--- config.mk ---
export PLATFORM = sky130hd
export DESIGN_NAME = inband_dynamic_signalling_inserter
export DESIGN_NICKNAME = d
export VERILOG_FILES = /design/src/inband_pkg.sv /design/src/byte_stream_if.sv /design/src/inband_dynamic_signalling_inserter.sv /design/src/entry_mem.sv /design/src/pad_fifo.sv
export SDC_FILE = /design/constraint.sdc
export NUM_CORES = 2
export LEC_CHECK = 0
export BUFFER_PORTS_ARGS = -buffer_cell sky130_fd_sc_hd__buf_4
export CAP_MARGIN = 20
export CORE_MARGIN = 4
export CORE_UTILIZATION = 42
export CTS_CLUSTER_DIAMETER = 150
export DETAILED_ROUTE_END_ITERATION = 7
export PLACE_DENSITY_LB_ADDON = 0.25
export SLEW_MARGIN = 20
export SYNTH_ARGS = -nofsm -noshare
export SYNTH_HDL_FRONTEND = slang
export SYNTH_SLANG_ARGS = --single-unit
--- constraint.sdc ---
create_clock -name clk_i -period 6.92 [get_ports clk_i]
set_clock_uncertainty 0.15 [all_clocks]
set_input_delay 0.346 -clock clk_i [delete_from_list [all_inputs] [get_ports clk_i]]
set_output_delay 0.346 -clock clk_i [all_outputs]
set_load 0.005 [all_outputs]
--- src/inband_pkg.sv ---
// Constants, field layout and register map of the in-band signalling inserter
package inband_pkg;
  // Register byte offsets on the bus
  localparam logic [11:0] ADDR_CTRL = 12'h000;
  localparam logic [11:0] ADDR_COUNTS = 12'h004;
  localparam logic [11:0] ADDR_CHANGE = 12'h008;
  localparam logic [11:0] ADDR_STATUS = 12'h00c;
  localparam logic [11:0] ADDR_MEM_BASE = 12'h100;
  // Control register layout
  localparam int CTRL_MODE_B_BIT = 0;
  localparam int CTRL_FLAG_BIT = 1;
  localparam int CTRL_PI_LSB = 8;
  localparam int CTRL_IJ_LSB = 16;
  // Counts register layout
  localparam int COUNTS_OCNT_LSB = 0;
  localparam int COUNTS_NBLK_LSB = 8;
  // Change register layout
  localparam int CHANGE_ANNOUNCE_BIT = 0;
  localparam int CHANGE_AFFECTS_BIT = 1;
  // Status register layout
  localparam int STATUS_BUSY_BIT = 0;
  localparam int STATUS_OVERRUN_BIT = 1;
  localparam int STATUS_SENT_LSB = 8;
  // Field widths of the type A block
  localparam int PAD_TYPE_W = 2;
  localparam int CHG_W = 8;
  localparam int RSV1_W = 8;
  localparam int SPACING_W = 22;
  localparam int RF_W = 3;
  localparam int START_W = 22;
  localparam int RSV2_W = 8;
  localparam int NBLK_W = 10;
  localparam int OCNT_W = 8;
  localparam int PID_W = 8;
  localparam int RSV3_W = 8;
  // Padding type code of a type A block
  localparam logic [PAD_TYPE_W-1:0] PAD_TYPE_A = 2'h0;
  // Chunk lengths in bits
  localparam int COMMON_W = PAD_TYPE_W + CHG_W + RSV1_W;
  localparam int OWN_ENTRY_W = SPACING_W + RF_W + START_W + RSV2_W;
  localparam int TAIL_W = NBLK_W + OCNT_W;
  localparam int OTHER_ENTRY_W = PID_W + START_W + NBLK_W + RSV3_W;
  // Chunk shifter and entry memory word width
  localparam int CHUNK_W = 64;
  // Reset values
  localparam logic [31:0] CTRL_RESET = 32'h0000_0000;
  localparam logic [31:0] COUNTS_RESET = 32'h0000_0000;
  // Serializer states, one-hot
  typedef enum logic [6:0] {
    ST_IDLE = 7'h01,
    ST_SHIFT = 7'h02,
    ST_OWN_RD = 7'h04,
    ST_OWN_LD = 7'h08,
    ST_TAIL = 7'h10,
    ST_OTH_RD = 7'h20,
    ST_OTH_LD = 7'h40
  } ser_state_t;
endpackage : inband_pkg

--- src/byte_stream_if.sv ---
// Valid/ready carrier between the serializer and the output FIFO
`timescale 1ns/1ps
interface byte_stream_if #(parameter int W = 9);
  logic valid; // Word offered
  logic ready; // Word accepted
  logic [W-1:0] data; // Offered word
  modport src (output valid, output data, input ready);
  modport snk (input valid, input data, output ready);
endinterface : byte_stream_if

--- src/inband_dynamic_signalling_inserter.sv ---
// Type A in-band signalling block builder with Wishbone register slave
//
// Chosen here: the Wishbone interface to the registers and the placing of the registers.
`timescale 1ns/1ps
// Operation
// - Insert only in padding, second input mode
// - Type B would follow type A; none emitted
// - Block carries change counter and dynamics
// - Enable flag zero suppresses insertion unless both values one
// - Interval and frames both one forces insertion
// - Next-frame parameters sent on first frame
// - Zero other count gives own data only
// - One entry per signalled other pipe
// - Counter advances only on affecting changes
// - Common part: type, counter, reserved
// - Own loop entries then block count
// - Other count then per-pipe entries
// - Trailing field after loops, zero bits here
// - Other count only when both values one
// - Padding type 00 marks type A
module inband_dynamic_signalling_inserter #(
  parameter int OWN_MAX = 8,
  parameter int OTHER_MAX = 16,
  parameter int FIFO_DEPTH = 16
) (
  input wire logic clk_i,
  input wire logic rst_i,
  input wire logic wb_cyc_i,
  input wire logic wb_stb_i,
  input wire logic wb_we_i,
  input wire logic [11:0] wb_adr_i,
  input wire logic [3:0] wb_sel_i,
  input wire logic [31:0] wb_dat_i,
  output logic [31:0] wb_dat_o,
  output logic wb_ack_o,
  input wire logic il_first_i,
  output logic [7:0] pad_data_o,
  output logic pad_last_o,
  output logic pad_valid_o,
  input wire logic pad_ready_i
);
  localparam int MEM_DEPTH = 32;
  localparam int MEM_AW = 5;
  localparam int CW = inband_pkg::CHUNK_W;
  // Merge a write word into a register under byte enables
  function automatic logic [31:0] merge(input logic [31:0] old_v,
    input logic [31:0] new_v, input logic [3:0] sel);
    logic [31:0] r;
    r = old_v;
    for (int b = 0; b < 4; b++) begin
      if (sel[b]) begin
        r[8*b +: 8] = new_v[8*b +: 8];
      end
    end
    return r;
  endfunction : merge
  // Expand byte enables into a bit mask
  function automatic logic [31:0] sel_mask(input logic [3:0] sel);
    return merge(32'h0000_0000, 32'hffff_ffff, sel);
  endfunction : sel_mask
  // Register file
  logic [31:0] ctrl, next_ctrl; // Mode, enable flag, interval values
  logic [31:0] counts, next_counts; // Other count and own block count
  logic [7:0] chg_cnt, next_chg_cnt; // pipe_config_change_count
  logic overrun, next_overrun; // Trigger hit a busy builder, sticky
  logic [7:0] sent_cnt, next_sent_cnt; // Blocks completed
  logic [31:0] next_dat; // Read data
  logic next_ack; // Bus acknowledge
  // Serializer
  inband_pkg::ser_state_t state, next_state; // Sequencer state
  inband_pkg::ser_state_t ret, next_ret; // State after the shift
  logic [CW-1:0] sh, next_sh; // Left-aligned chunk being sent
  logic [6:0] cnt, next_cnt; // Bits left in chunk
  logic [MEM_AW-1:0] idx, next_idx; // Loop index j or i
  logic [15:0] bits_left, next_bits_left; // Bits left in block
  logic [7:0] acc, next_acc; // Byte being gathered
  logic [3:0] nbits, next_nbits; // Bits in acc
  logic pend, next_pend; // Byte waiting for the FIFO
  logic [8:0] pend_data, next_pend_data; // {last, byte}
  // Derived control
  logic [7:0] pi_raw, ij_raw; // Frames per interleaving frame, interval
  logic mandatory; // Both values equal one
  logic insert; // Block will be built on a trigger
  logic [7:0] pi_eff; // Clamped own loop length
  logic [7:0] ocnt_eff; // Other count actually sent
  logic busy; // Builder or byte in flight
  logic req; // New bus request
  logic [3:0] nb_inc; // Bits after this shift
  logic [7:0] acc_inc; // Byte after this shift
  // Memory ports
  logic mem_we; // Window write
  logic [CW-1:0] mem_mask; // Half-word byte mask
  logic [MEM_AW-1:0] mem_rd_addr; // Entry being fetched
  logic [CW-1:0] mem_rd_data; // Fetched entry
  byte_stream_if #(.W(9)) push_s ();
  // Derived control values
  always_comb begin
    pi_raw = ctrl[inband_pkg::CTRL_PI_LSB +: 8];
    ij_raw = ctrl[inband_pkg::CTRL_IJ_LSB +: 8];
    mandatory = (pi_raw == 8'h01) && (ij_raw == 8'h01);
    insert = ctrl[inband_pkg::CTRL_MODE_B_BIT] &&
             (ctrl[inband_pkg::CTRL_FLAG_BIT] || mandatory);
    // Own loop length clamped, zero counts as one
    pi_eff = (pi_raw == 8'h00) ? 8'h01 : pi_raw;
    pi_eff = (pi_raw > 8'(OWN_MAX)) ? 8'(OWN_MAX) : pi_eff;
    // Other count clamped to OTHER_MAX
    ocnt_eff = counts[inband_pkg::COUNTS_OCNT_LSB +: 8];
    ocnt_eff = (ocnt_eff > 8'(OTHER_MAX)) ? 8'(OTHER_MAX) : ocnt_eff;
    ocnt_eff = mandatory ? ocnt_eff : 8'h00;
    busy = (state != inband_pkg::ST_IDLE) || pend;
    req = wb_cyc_i && wb_stb_i && !wb_ack_o;
  end
  // Bus decode and register updates
  always_comb begin
    next_ctrl = ctrl;
    next_counts = counts;
    next_chg_cnt = chg_cnt;
    next_overrun = overrun;
    next_sent_cnt = sent_cnt;
    next_dat = wb_dat_o;
    next_ack = req;
    mem_we = 1'b0;
    mem_mask = '0;
    if (req && wb_we_i) begin
      if (wb_adr_i[11:8] == inband_pkg::ADDR_MEM_BASE[11:8]) begin
        // Entry window: low word at +0, high word at +4
        mem_we = 1'b1;
        mem_mask = wb_adr_i[2] ? {sel_mask(wb_sel_i), 32'h0000_0000}
                               : {32'h0000_0000, sel_mask(wb_sel_i)};
      end else if (wb_adr_i == inband_pkg::ADDR_CTRL) begin
        next_ctrl = merge(ctrl, wb_dat_i, wb_sel_i);
      end else if (wb_adr_i == inband_pkg::ADDR_COUNTS) begin
        next_counts = merge(counts, wb_dat_i, wb_sel_i);
      end else if (wb_adr_i == inband_pkg::ADDR_CHANGE) begin
        if (wb_sel_i[0] && wb_dat_i[inband_pkg::CHANGE_ANNOUNCE_BIT] &&
            wb_dat_i[inband_pkg::CHANGE_AFFECTS_BIT]) begin
          next_chg_cnt = chg_cnt + 8'h01;
        end
      end else if (wb_adr_i == inband_pkg::ADDR_STATUS) begin
        // Write one clears the overrun flag
        if (wb_sel_i[0] && wb_dat_i[inband_pkg::STATUS_OVERRUN_BIT]) begin
          next_overrun = 1'b0;
        end
      end
    end else if (req) begin
      // Reads; entry window and unmapped offsets read zero
      unique case (wb_adr_i)
        inband_pkg::ADDR_CTRL: next_dat = ctrl;
        inband_pkg::ADDR_COUNTS: next_dat = counts;
        inband_pkg::ADDR_CHANGE: next_dat = {24'h00_0000, chg_cnt};
        inband_pkg::ADDR_STATUS: begin
          next_dat = 32'h0000_0000;
          next_dat[inband_pkg::STATUS_BUSY_BIT] = busy;
          next_dat[inband_pkg::STATUS_OVERRUN_BIT] = overrun;
          next_dat[inband_pkg::STATUS_SENT_LSB +: 8] = sent_cnt;
        end
        default: next_dat = 32'h0000_0000;
      endcase
    end
    // Set wins over a clear in the same cycle
    if (il_first_i && insert && busy) begin
      next_overrun = 1'b1;
    end
    if (pend && push_s.ready && pend_data[8]) begin
      next_sent_cnt = sent_cnt + 8'h01;
    end
  end
  // Register file flops
  always_ff @(posedge clk_i) begin
    if (rst_i) begin
      ctrl <= inband_pkg::CTRL_RESET;
      counts <= inband_pkg::COUNTS_RESET;
      chg_cnt <= 8'h00;
      overrun <= 1'b0;
      sent_cnt <= 8'h00;
      wb_dat_o <= 32'h0000_0000;
      wb_ack_o <= 1'b0;
    end else begin
      ctrl <= next_ctrl;
      counts <= next_counts;
      chg_cnt <= next_chg_cnt;
      overrun <= next_overrun;
      sent_cnt <= next_sent_cnt;
      wb_dat_o <= next_dat;
      wb_ack_o <= next_ack;
    end
  end
  // Entry memory address: own entries first, other pipes after them
  assign mem_rd_addr = (state == inband_pkg::ST_OTH_RD) ?
                       idx + MEM_AW'(OWN_MAX) : idx;
  // Block sequencer and bit shifter
  always_comb begin
    next_state = state;
    next_ret = ret;
    next_sh = sh;
    next_cnt = cnt;
    next_idx = idx;
    next_bits_left = bits_left;
    next_acc = acc;
    next_nbits = nbits;
    next_pend = pend && !push_s.ready;
    next_pend_data = pend_data;
    nb_inc = nbits + 4'h1;
    acc_inc = {acc[6:0], sh[CW-1]};
    unique case (state)
      inband_pkg::ST_IDLE: begin
        // start on first frame of interleaving frame
        if (il_first_i && insert && !busy) begin
          next_sh = {inband_pkg::PAD_TYPE_A, chg_cnt, 8'h00,
                     {(CW-inband_pkg::COMMON_W){1'b0}}};
          next_cnt = 7'(inband_pkg::COMMON_W);
          next_bits_left = 16'(inband_pkg::COMMON_W + inband_pkg::TAIL_W)
                         + 16'(inband_pkg::OWN_ENTRY_W) * 16'(pi_eff)
                         + 16'(inband_pkg::OTHER_ENTRY_W) * 16'(ocnt_eff);
          next_idx = '0;
          next_ret = inband_pkg::ST_OWN_RD;
          next_state = inband_pkg::ST_SHIFT;
        end
      end
      inband_pkg::ST_SHIFT: begin
        // MSB first, one bit a cycle
        if (cnt == 7'h00) begin
          next_state = ret;
        end else if (!pend) begin
          next_sh = {sh[CW-2:0], 1'b0};
          next_cnt = cnt - 7'h01;
          next_bits_left = bits_left - 16'h0001;
          next_acc = acc_inc;
          next_nbits = nb_inc;
          if (nb_inc == 4'h8 || bits_left == 16'h0001) begin
            next_pend = 1'b1;
            next_pend_data = {bits_left == 16'h0001,
                              acc_inc << (4'h8 - nb_inc)};
            next_acc = 8'h00;
            next_nbits = 4'h0;
          end
        end
      end
      inband_pkg::ST_OWN_RD: begin
        // Wait for registered memory read
        next_state = inband_pkg::ST_OWN_LD;
      end
      inband_pkg::ST_OWN_LD: begin
        // own entry, reserved sent as zero
        next_sh = {mem_rd_data[inband_pkg::OWN_ENTRY_W-1:
                               inband_pkg::RSV2_W],
                   8'h00, {(CW-inband_pkg::OWN_ENTRY_W){1'b0}}};
        next_cnt = 7'(inband_pkg::OWN_ENTRY_W);
        next_idx = idx + 1'b1;
        next_ret = (8'(idx) + 8'h01 == pi_eff) ? inband_pkg::ST_TAIL
                                                : inband_pkg::ST_OWN_RD;
        next_state = inband_pkg::ST_SHIFT;
      end
      inband_pkg::ST_TAIL: begin
        next_sh = {counts[inband_pkg::COUNTS_NBLK_LSB +: 10], ocnt_eff,
                   {(CW-inband_pkg::TAIL_W){1'b0}}};
        next_cnt = 7'(inband_pkg::TAIL_W);
        next_idx = '0;
        next_ret = (ocnt_eff == 8'h00) ? inband_pkg::ST_IDLE
                                       : inband_pkg::ST_OTH_RD;
        next_state = inband_pkg::ST_SHIFT;
      end
      inband_pkg::ST_OTH_RD: begin
        // Wait for registered memory read
        next_state = inband_pkg::ST_OTH_LD;
      end
      inband_pkg::ST_OTH_LD: begin
        next_sh = {mem_rd_data[inband_pkg::OTHER_ENTRY_W-1:
                               inband_pkg::RSV3_W],
                   8'h00, {(CW-inband_pkg::OTHER_ENTRY_W){1'b0}}};
        next_cnt = 7'(inband_pkg::OTHER_ENTRY_W);
        next_idx = idx + 1'b1;
        // nothing after type A; no type B here
        next_ret = (8'(idx) + 8'h01 == ocnt_eff) ? inband_pkg::ST_IDLE
                                                  : inband_pkg::ST_OTH_RD;
        next_state = inband_pkg::ST_SHIFT;
      end
      default: next_state = inband_pkg::ST_IDLE;
    endcase
  end
  // Sequencer flops
  always_ff @(posedge clk_i) begin
    if (rst_i) begin
      state <= inband_pkg::ST_IDLE;
      ret <= inband_pkg::ST_IDLE;
      sh <= '0;
      cnt <= 7'h00;
      idx <= '0;
      bits_left <= 16'h0000;
      acc <= 8'h00;
      nbits <= 4'h0;
      pend <= 1'b0;
      pend_data <= 9'h000;
    end else begin
      state <= next_state;
      ret <= next_ret;
      sh <= next_sh;
      cnt <= next_cnt;
      idx <= next_idx;
      bits_left <= next_bits_left;
      acc <= next_acc;
      nbits <= next_nbits;
      pend <= next_pend;
      pend_data <= next_pend_data;
    end
  end
  // Pending byte offered to the FIFO; full FIFO stalls the shifter
  assign push_s.valid = pend;
  assign push_s.data = pend_data;
  entry_mem #(.W(CW), .DEPTH(MEM_DEPTH), .AW(MEM_AW)) u_mem (
    .clk_i(clk_i),
    .wr_en_i(mem_we),
    .wr_addr_i(wb_adr_i[7:3]),
    .wr_mask_i(mem_mask),
    .wr_data_i({wb_dat_i, wb_dat_i}),
    .rd_addr_i(mem_rd_addr),
    .rd_data_o(mem_rd_data)
  );
  pad_fifo #(.W(9), .DEPTH(FIFO_DEPTH)) u_fifo (
    .clk_i(clk_i),
    .rst_i(rst_i),
    .in_s(push_s),
    .out_data_o({pad_last_o, pad_data_o}),
    .out_valid_o(pad_valid_o),
    .out_ready_i(pad_ready_i)
  );
endmodule : inband_dynamic_signalling_inserter

--- src/entry_mem.sv ---
// Entry memory for per-frame dynamic parameters, registered read
`timescale 1ns/1ps
module entry_mem #(
  parameter int W = 64,
  parameter int DEPTH = 32,
  parameter int AW = 5
) (
  input wire logic clk_i,
  input wire logic wr_en_i,
  input wire logic [AW-1:0] wr_addr_i,
  input wire logic [W-1:0] wr_mask_i,
  input wire logic [W-1:0] wr_data_i,
  input wire logic [AW-1:0] rd_addr_i,
  output logic [W-1:0] rd_data_o
);
  logic [W-1:0] mem [DEPTH]; // Storage, no reset needed
  logic [W-1:0] next_word; // Merged write word

  // Merge masked write into the old word
  always_comb begin
    next_word = (mem[wr_addr_i] & ~wr_mask_i) | (wr_data_i & wr_mask_i);
  end

  // Write port and registered read port
  always_ff @(posedge clk_i) begin
    if (wr_en_i) begin
      mem[wr_addr_i] <= next_word;
    end
    rd_data_o <= mem[rd_addr_i];
  end
endmodule : entry_mem

--- src/pad_fifo.sv ---
// Output FIFO with registered output stage
`timescale 1ns/1ps
module pad_fifo #(
  parameter int W = 9,
  parameter int DEPTH = 16
) (
  input wire logic clk_i,
  input wire logic rst_i,
  byte_stream_if.snk in_s,
  output logic [W-1:0] out_data_o,
  output logic out_valid_o,
  input wire logic out_ready_i
);
  localparam int AW = $clog2(DEPTH);
  logic [W-1:0] store [DEPTH]; // Word storage
  logic [AW-1:0] wr_ptr, next_wr_ptr; // Write pointer
  logic [AW-1:0] rd_ptr, next_rd_ptr; // Read pointer
  logic [AW:0] count, next_count; // Stored words, output stage excluded
  logic next_out_valid; // Output stage valid
  logic [W-1:0] next_out_data; // Output stage word
  logic push; // Word taken in
  logic pop; // Word moved to output stage

  // Full only when every slot holds a word
  assign in_s.ready = (count != (AW+1)'(DEPTH));

  // Pointer, count and output stage update
  always_comb begin
    push = in_s.valid && in_s.ready;
    pop = (count != '0) && (!out_valid_o || out_ready_i);
    next_wr_ptr = push ? wr_ptr + 1'b1 : wr_ptr;
    next_rd_ptr = pop ? rd_ptr + 1'b1 : rd_ptr;
    next_count = count + (AW+1)'(push) - (AW+1)'(pop);
    next_out_data = pop ? store[rd_ptr] : out_data_o;
    if (pop) begin
      next_out_valid = 1'b1;
    end else if (out_ready_i) begin
      next_out_valid = 1'b0;
    end else begin
      next_out_valid = out_valid_o;
    end
  end

  // Register state, storage written on push
  always_ff @(posedge clk_i) begin
    if (push) begin
      store[wr_ptr] <= in_s.data;
    end
    if (rst_i) begin
      wr_ptr <= '0;
      rd_ptr <= '0;
      count <= '0;
      out_valid_o <= 1'b0;
      out_data_o <= '0;
    end else begin
      wr_ptr <= next_wr_ptr;
      rd_ptr <= next_rd_ptr;
      count <= next_count;
      out_valid_o <= next_out_valid;
      out_data_o <= next_out_data;
    end
  end
endmodule : pad_fifo

-- After elaboration in Yosys (flattened, before gate mapping)
Memories as Yosys holds them, arrays and structs flattened. A register that Yosys moved wholly into a read port is not among the register bits.
Cells that the tools add are included.
- word-level logic and storage cells: 199
- RAM bits: 2192
- flip-flop bits (word level): 255
- memories kept: 2
- memories (memory ; depth ; bits a word ; read ports ; clocked after Yosys merged registers in ; write ports ; RTL line ; text):
    u_mem.mem ; 32 ; 64 ; 2 ; 1 ; 1 ; entry_mem.sv:16 ; logic [W-1:0] mem [DEPTH];
    u_fifo.store ; 16 ; 9 ; 1 ; 1 ; 1 ; pad_fifo.sv:15 ; logic [W-1:0] store [DEPTH];
- add/sub/neg operators: 15
- bitwise gates (word level): 10
- muxes and demuxes: 57
- reduce and logical (&&, ||, !) cells: 56
- $mul: 2
- $lt $le $gt $ge: 2
- eq/ne operators: 27
- shift operators: 1
- operators by type and width (kind ; count):
    two-way mux 64 bit ; 6
    case mux 64 bit (5 select lines) ; 1
    AND 64 bit ; 2
    case mux 32 bit (4 select lines) ; 1
    case mux 7 bit (5 select lines) ; 2
    two-way mux 8 bit ; 8
    NOT 64 bit ; 1
    bitwise OR 64 bit ; 1
    two-way mux 7 bit ; 7
    two-way mux 16 bit ; 3
    case mux 16 bit (2 select lines) ; 1
    case mux 7 bit (4 select lines) ; 1
    AND reduction 4 bit ; 7
    equality test 12 x 4 -> 1 bit (second input constant) ; 2
    two-way mux 1 bit ; 20
    AND reduction 5 bit ; 4
    adder 15 x 14 -> 16 bit ; 1
    adder 8 x 1 -> 8 bit (second input constant) ; 2
    equality test 16 x 1 -> 1 bit (second input constant) ; 1
    equality test 8 x 1 -> 1 bit (second input constant) ; 2
    zero test 8 bit ; 2
    subtractor 16 x 1 -> 16 bit (second input constant) ; 1
    adder 6 x 14 -> 15 bit (first input constant) ; 1
    logical AND 1 bit ; 15
    48 further kinds ; 78

-- Depth between registers and ports, before layout
- word-level depth: 9
- mapped depth: 27
- depth with buffers taken out: 26

-- Modules after synthesis
Synthesis repeated with hierarchy kept, for this count alone.
- cell total of the unflattened synthesis: 6608
- area, all modules: 114517.3 um^2
- by module, submodules not included (module ; area each (um^2) ; cells an instance ; sequential area each (um^2) ; instances):
    entry_mem ; 95581.7 ; 4838 ; 62780.2 ; 1
    inband_dynamic_signalling_inserter ; 12218.0 ; 1424 ; 4424.2 ; 1
    pad_fifo ; 6717.7 ; 346 ; 4784.6 ; 1

-- Least setup slack after synthesis
OpenSTA, ideal clock, no wires.
- path kind: register to register
- from: register ctrl[12]
- to: register bits_left[12]
- stages on the path, launching flop included: 26
- clock period less this slack: 5.745 ns
- arrival: 5.465 ns
- required time: 6.640 ns
- path slack: 1.175 ns
- setup time: 0.130 ns
- path through: dfxtp_1 > or4_1 > or2_1 > buf_6 > inv_2 > nand3_1 > nor2_1 > and2_1 > ha_1 > ha_1 > a21oi_1 > nor2_1 > a31oi_1 > xnor2_1 > ha_1 > fa_1 > inv_1 > fa_1 > inv_1 > ha_1 > or2_2 > a21oi_1 > a211oi_1 > or3_1 > a31oi_1 > o31ai_1
- word-level cells in the longest chain between the ends: 8
- elaborated cells on any way between the ends: 19
- classes of those cells: add/sub: 2; mul: 2; order compare: 1; eq/ne: 2; mux: 5; reduce/logical: 7
- ends and longest elaborated chain (item ; RTL line ; text):
    start, declared ; inband_dynamic_signalling_inserter.sv:62 ; logic [31:0] ctrl, next_ctrl;
    start signal, assigned ; inband_dynamic_signalling_inserter.sv:171 ; ctrl <= inband_pkg::CTRL_RESET;
    start signal, assigned ; inband_dynamic_signalling_inserter.sv:179 ; ctrl <= next_ctrl;
    parallel branches: the longest is 8 deep, another holds adder 15 x 14 -> 16 bit ; - ;
    end signal, assigned ; inband_dynamic_signalling_inserter.sv:300 ; bits_left <= next_bits_left;
    end, declared ; inband_dynamic_signalling_inserter.sv:75 ; logic [15:0] bits_left, next_bits_left;
Several ways; the timed one is not identified. The select of a mux whose other input is x is not followed.
A chain may end at the register's enable or synchronous reset.

-- Final worst setup path
Same ends and word-level chain as after synthesis.

==> reports/metrics.cfg <==
[power]
finalPower_uw=26100
powerDensity_mw_per_mm2=259
ir_drop_uv=309
p_leak_uw=0.0311

[drt]
drt_wl_total_um=265000
viasPerCell=6.49
ant_nets=0
num_vias=51800
drc_errors=14
drtIter0Drc=7125
drtPass1Iterations=8
wire_per_inst_um=33.2

[layout]
seq_area_mm2=0.0553
nets=5162
fillCellCount=17100
stdcell_count=7979
fin_area_mm2=0.101
drive_above_1_share_pct=31.2
multi_input_area_mm2=0.0320
area_delta_synth_final_pct=14.4

[timing]
hold_viol_final=0
period_needed_ns=6.28
rsz0062_at_grt=false
tns_ns=0
final.setup.worst_slack_ns=0.642
clock.fmax_ghz=0.159
setup_viol=0
maxSlewHeadroom_pct=26.7
fin_crit_sh_pct=90.7
maxSlewViolCount=0
tightest_slew_ns=1.10

[logic_synthesis]
async_reset_ff_share_pct=0
yosys.area.top_type_share_pct=56.2
synth_edf_count=1648
synth_cell_types=75
yosysWarnings=0
ys.flop_type=edfxtp_1
synth_common_cells=1,648 x edfxtp_1, 898 x mux4_2, 291 x dfxtp_1
synth_most_common_cell=edfxtp_1
ys_seq_area_share_pct=62.8
yosysTopAreaCell=edfxtp_1
synth_area_mm2=0.0880
syn_area_per_cell_um2=18.2
syn-instance-count=4846
synth_seq_cells=1939
synth_area_leaders=edfxtp_1 56%, mux4_2 23%, dfxtp_1 6.6%

[floorplan]
num_rows=167
dieHeight_um=466
core-area_mm2=0.208
pin_count=98
die_w_um=466
initial_core_util_pct=42.4
dieArea_mm2=0.217

[place]
place_area_mm2=0.0933
gp_congestion=0.855
dp_cells=7527
hpwl_um=145000
portBuffers=97
place_ws_ns=0.704

[min_path]
hold_end=wb_dat_o[29]
hold_depth=4
hold_start=wb_adr_i[2]
hp-class=input port to register

[outcome]
status=complete, but fails checks
violations=DRC

[clocking]
clockRootBuffer=clkbuf_16
ctsHtreeMaxLevel=4
insertion_delay_ns=0.86
cts_buffer_depth=3
cts.sinks=1939
cts_tree=done
cts_buffers=200
cts.clk_slew.worst_paths_ns=0.06
ctsResizeCount=0

[setup_path]
worstSetupPathType=register to register
reg2reg_depth=24
crit_arrival_ns=6.82
r2r-end=bits_left[12]
crit-reg2reg-launch=ctrl[12]
startpoint_type=register
critPathMaxFanout=6
critPathCaptureType=register
crit_required_ns=7.46
rrSetupSlack_ns=0.64

[grt]
grt_max_degree=108
grt_pass1_wl_um=379000
antenna_found_initial=12
grtUsageTotal_pct=24.2
grt_pass1_vias=51500
gr-total-overflow=0

[job]
maxCapViolations=0

## stage by stage
stage                     utilization, %  hold WS, ns
final                               48.5       0.0816
after global routing                48.5       0.0588
after CTS                           48.5       0.0115
after detailed placement            44.9        0.292
after global placement              44.8        0.283
after floorplan                        -        0.277
## cells in the final DEF, fill, tap and decap left out, drive strengths merged, types with 26 or more instances in the layout
master / n
edfxtp: 1648
mux4: 898
dfxtp: 291
nor2: 290
clkbuf: 270
buf: 223
nand2: 147
a21oi: 143
a221oi: 96
a22o: 95
inv: 87
nand3: 85
clkinv: 75
ha: 69
dlygate4sd3: 69
mux2: 66
nor3: 52
a31oi: 52
o21ai: 50
a22oi: 49
mux2i: 47
a211oi: 42
conb: 32
a222oi: 30
fa: 28
xnor2: 26
## report_power, final
group / internal (uW) / switching [uW] / total [uW]
sequential: 13000 / 60.6 / 13000
clock: 6310 / 4660 / 11000
combinational: 837 / 1220 / 2060
total: 20100 / 5940 / 26100
## kinds of logic after synthesis
group / count (synthesis) / share of synthesized area (%)
AOI/OAI and AO/OA: 600 / 4.89
xor gates and xnor gates: 47 / 0.468
adders and majority gates: 97 / 1.62
buffers and inverters: 443 / 1.98
DFF: 1939 / 62.8
muxes: 1011 / 24.4
other: 2 / 0.00853
and+or+nand+nor: 707 / 3.86
## state kept, by name (all words and copies together) (netlist names), 5 cells and up
signal	flops
u_mem.mem	1504
u_fifo.store	144
sh	47
u_mem.rd_data_o	47
counts	32
ctrl	32
wb_dat_o	32
bits_left	16
pend_data	9
u_fifo.out_data_o	9
chg_cnt	8
sent_cnt	8
acc	7
cnt	7
state	7
idx	5
u_fifo.count	5
## timing repair
item / CTS / global route
setup buffers: 0 / 0
hold buffers: 69 / 0
hold endpoints to repair: 158 / 0
## routing by layer
layer / wire length [um] / vias to the layer above / GRT usage, % / share of wire [%]
li1: - / 20700 / - / -
met1: 108000 / 27700 / 35.3 / 41
met2: 123000 / 2923 / 37.1 / 46
met3: 27800 / 388 / 5.11 / 11
met4: 6750 / 0 / 6.68 / 2.5
met5: 0 / - / 0 / 0
## cell type report
type,count,share of cell area [%]
sequential,1939,54.9
multi-input combinational,2494,31.8
clock buffer,269,5.46
tap,2788,3.46
timing repair buffer,293,2.83
clock inverter,109,1.21
inverter,82,0.306
antenna,5,0.0124
## critical path, cell delays in order, from the launching register on
cell and delay (ns):
dfxtp_1 0.32, or4_1 0.58, or2_1 0.26, inv_2 0.12
nand3_1 0.10, nor2_1 0.29, and2_1 0.27, ha_1 0.24
ha_1 0.26, a21oi_1 0.09, nor2_1 0.12, a31oi_1 0.13
xnor2_1 0.16, ha_1 0.32, fa_1 0.55, inv_1 0.05
fa_1 0.48, inv_1 0.04, ha_1 0.32, or2_2 0.31
a21oi_1 0.28, a211oi_1 0.10, or3_1 0.32, a31oi_1 0.18
o31ai_1 0.09
## worst max path at each step
stage | cells past startpoint | from | end
finish | 24 | ctrl[12] | bits_left[12]
global route | 24 | ctrl[12] | bits_left[12]
CTS | 24 | ctrl[12] | bits_left[12]
detailed placement | 24 | ctrl[12] | bits_left[12]
global placement | 24 | ctrl[12] | bits_left[12]
floorplan | 25 | ctrl[12] | bits_left[12]
Power figures use the tool's default switching activity.
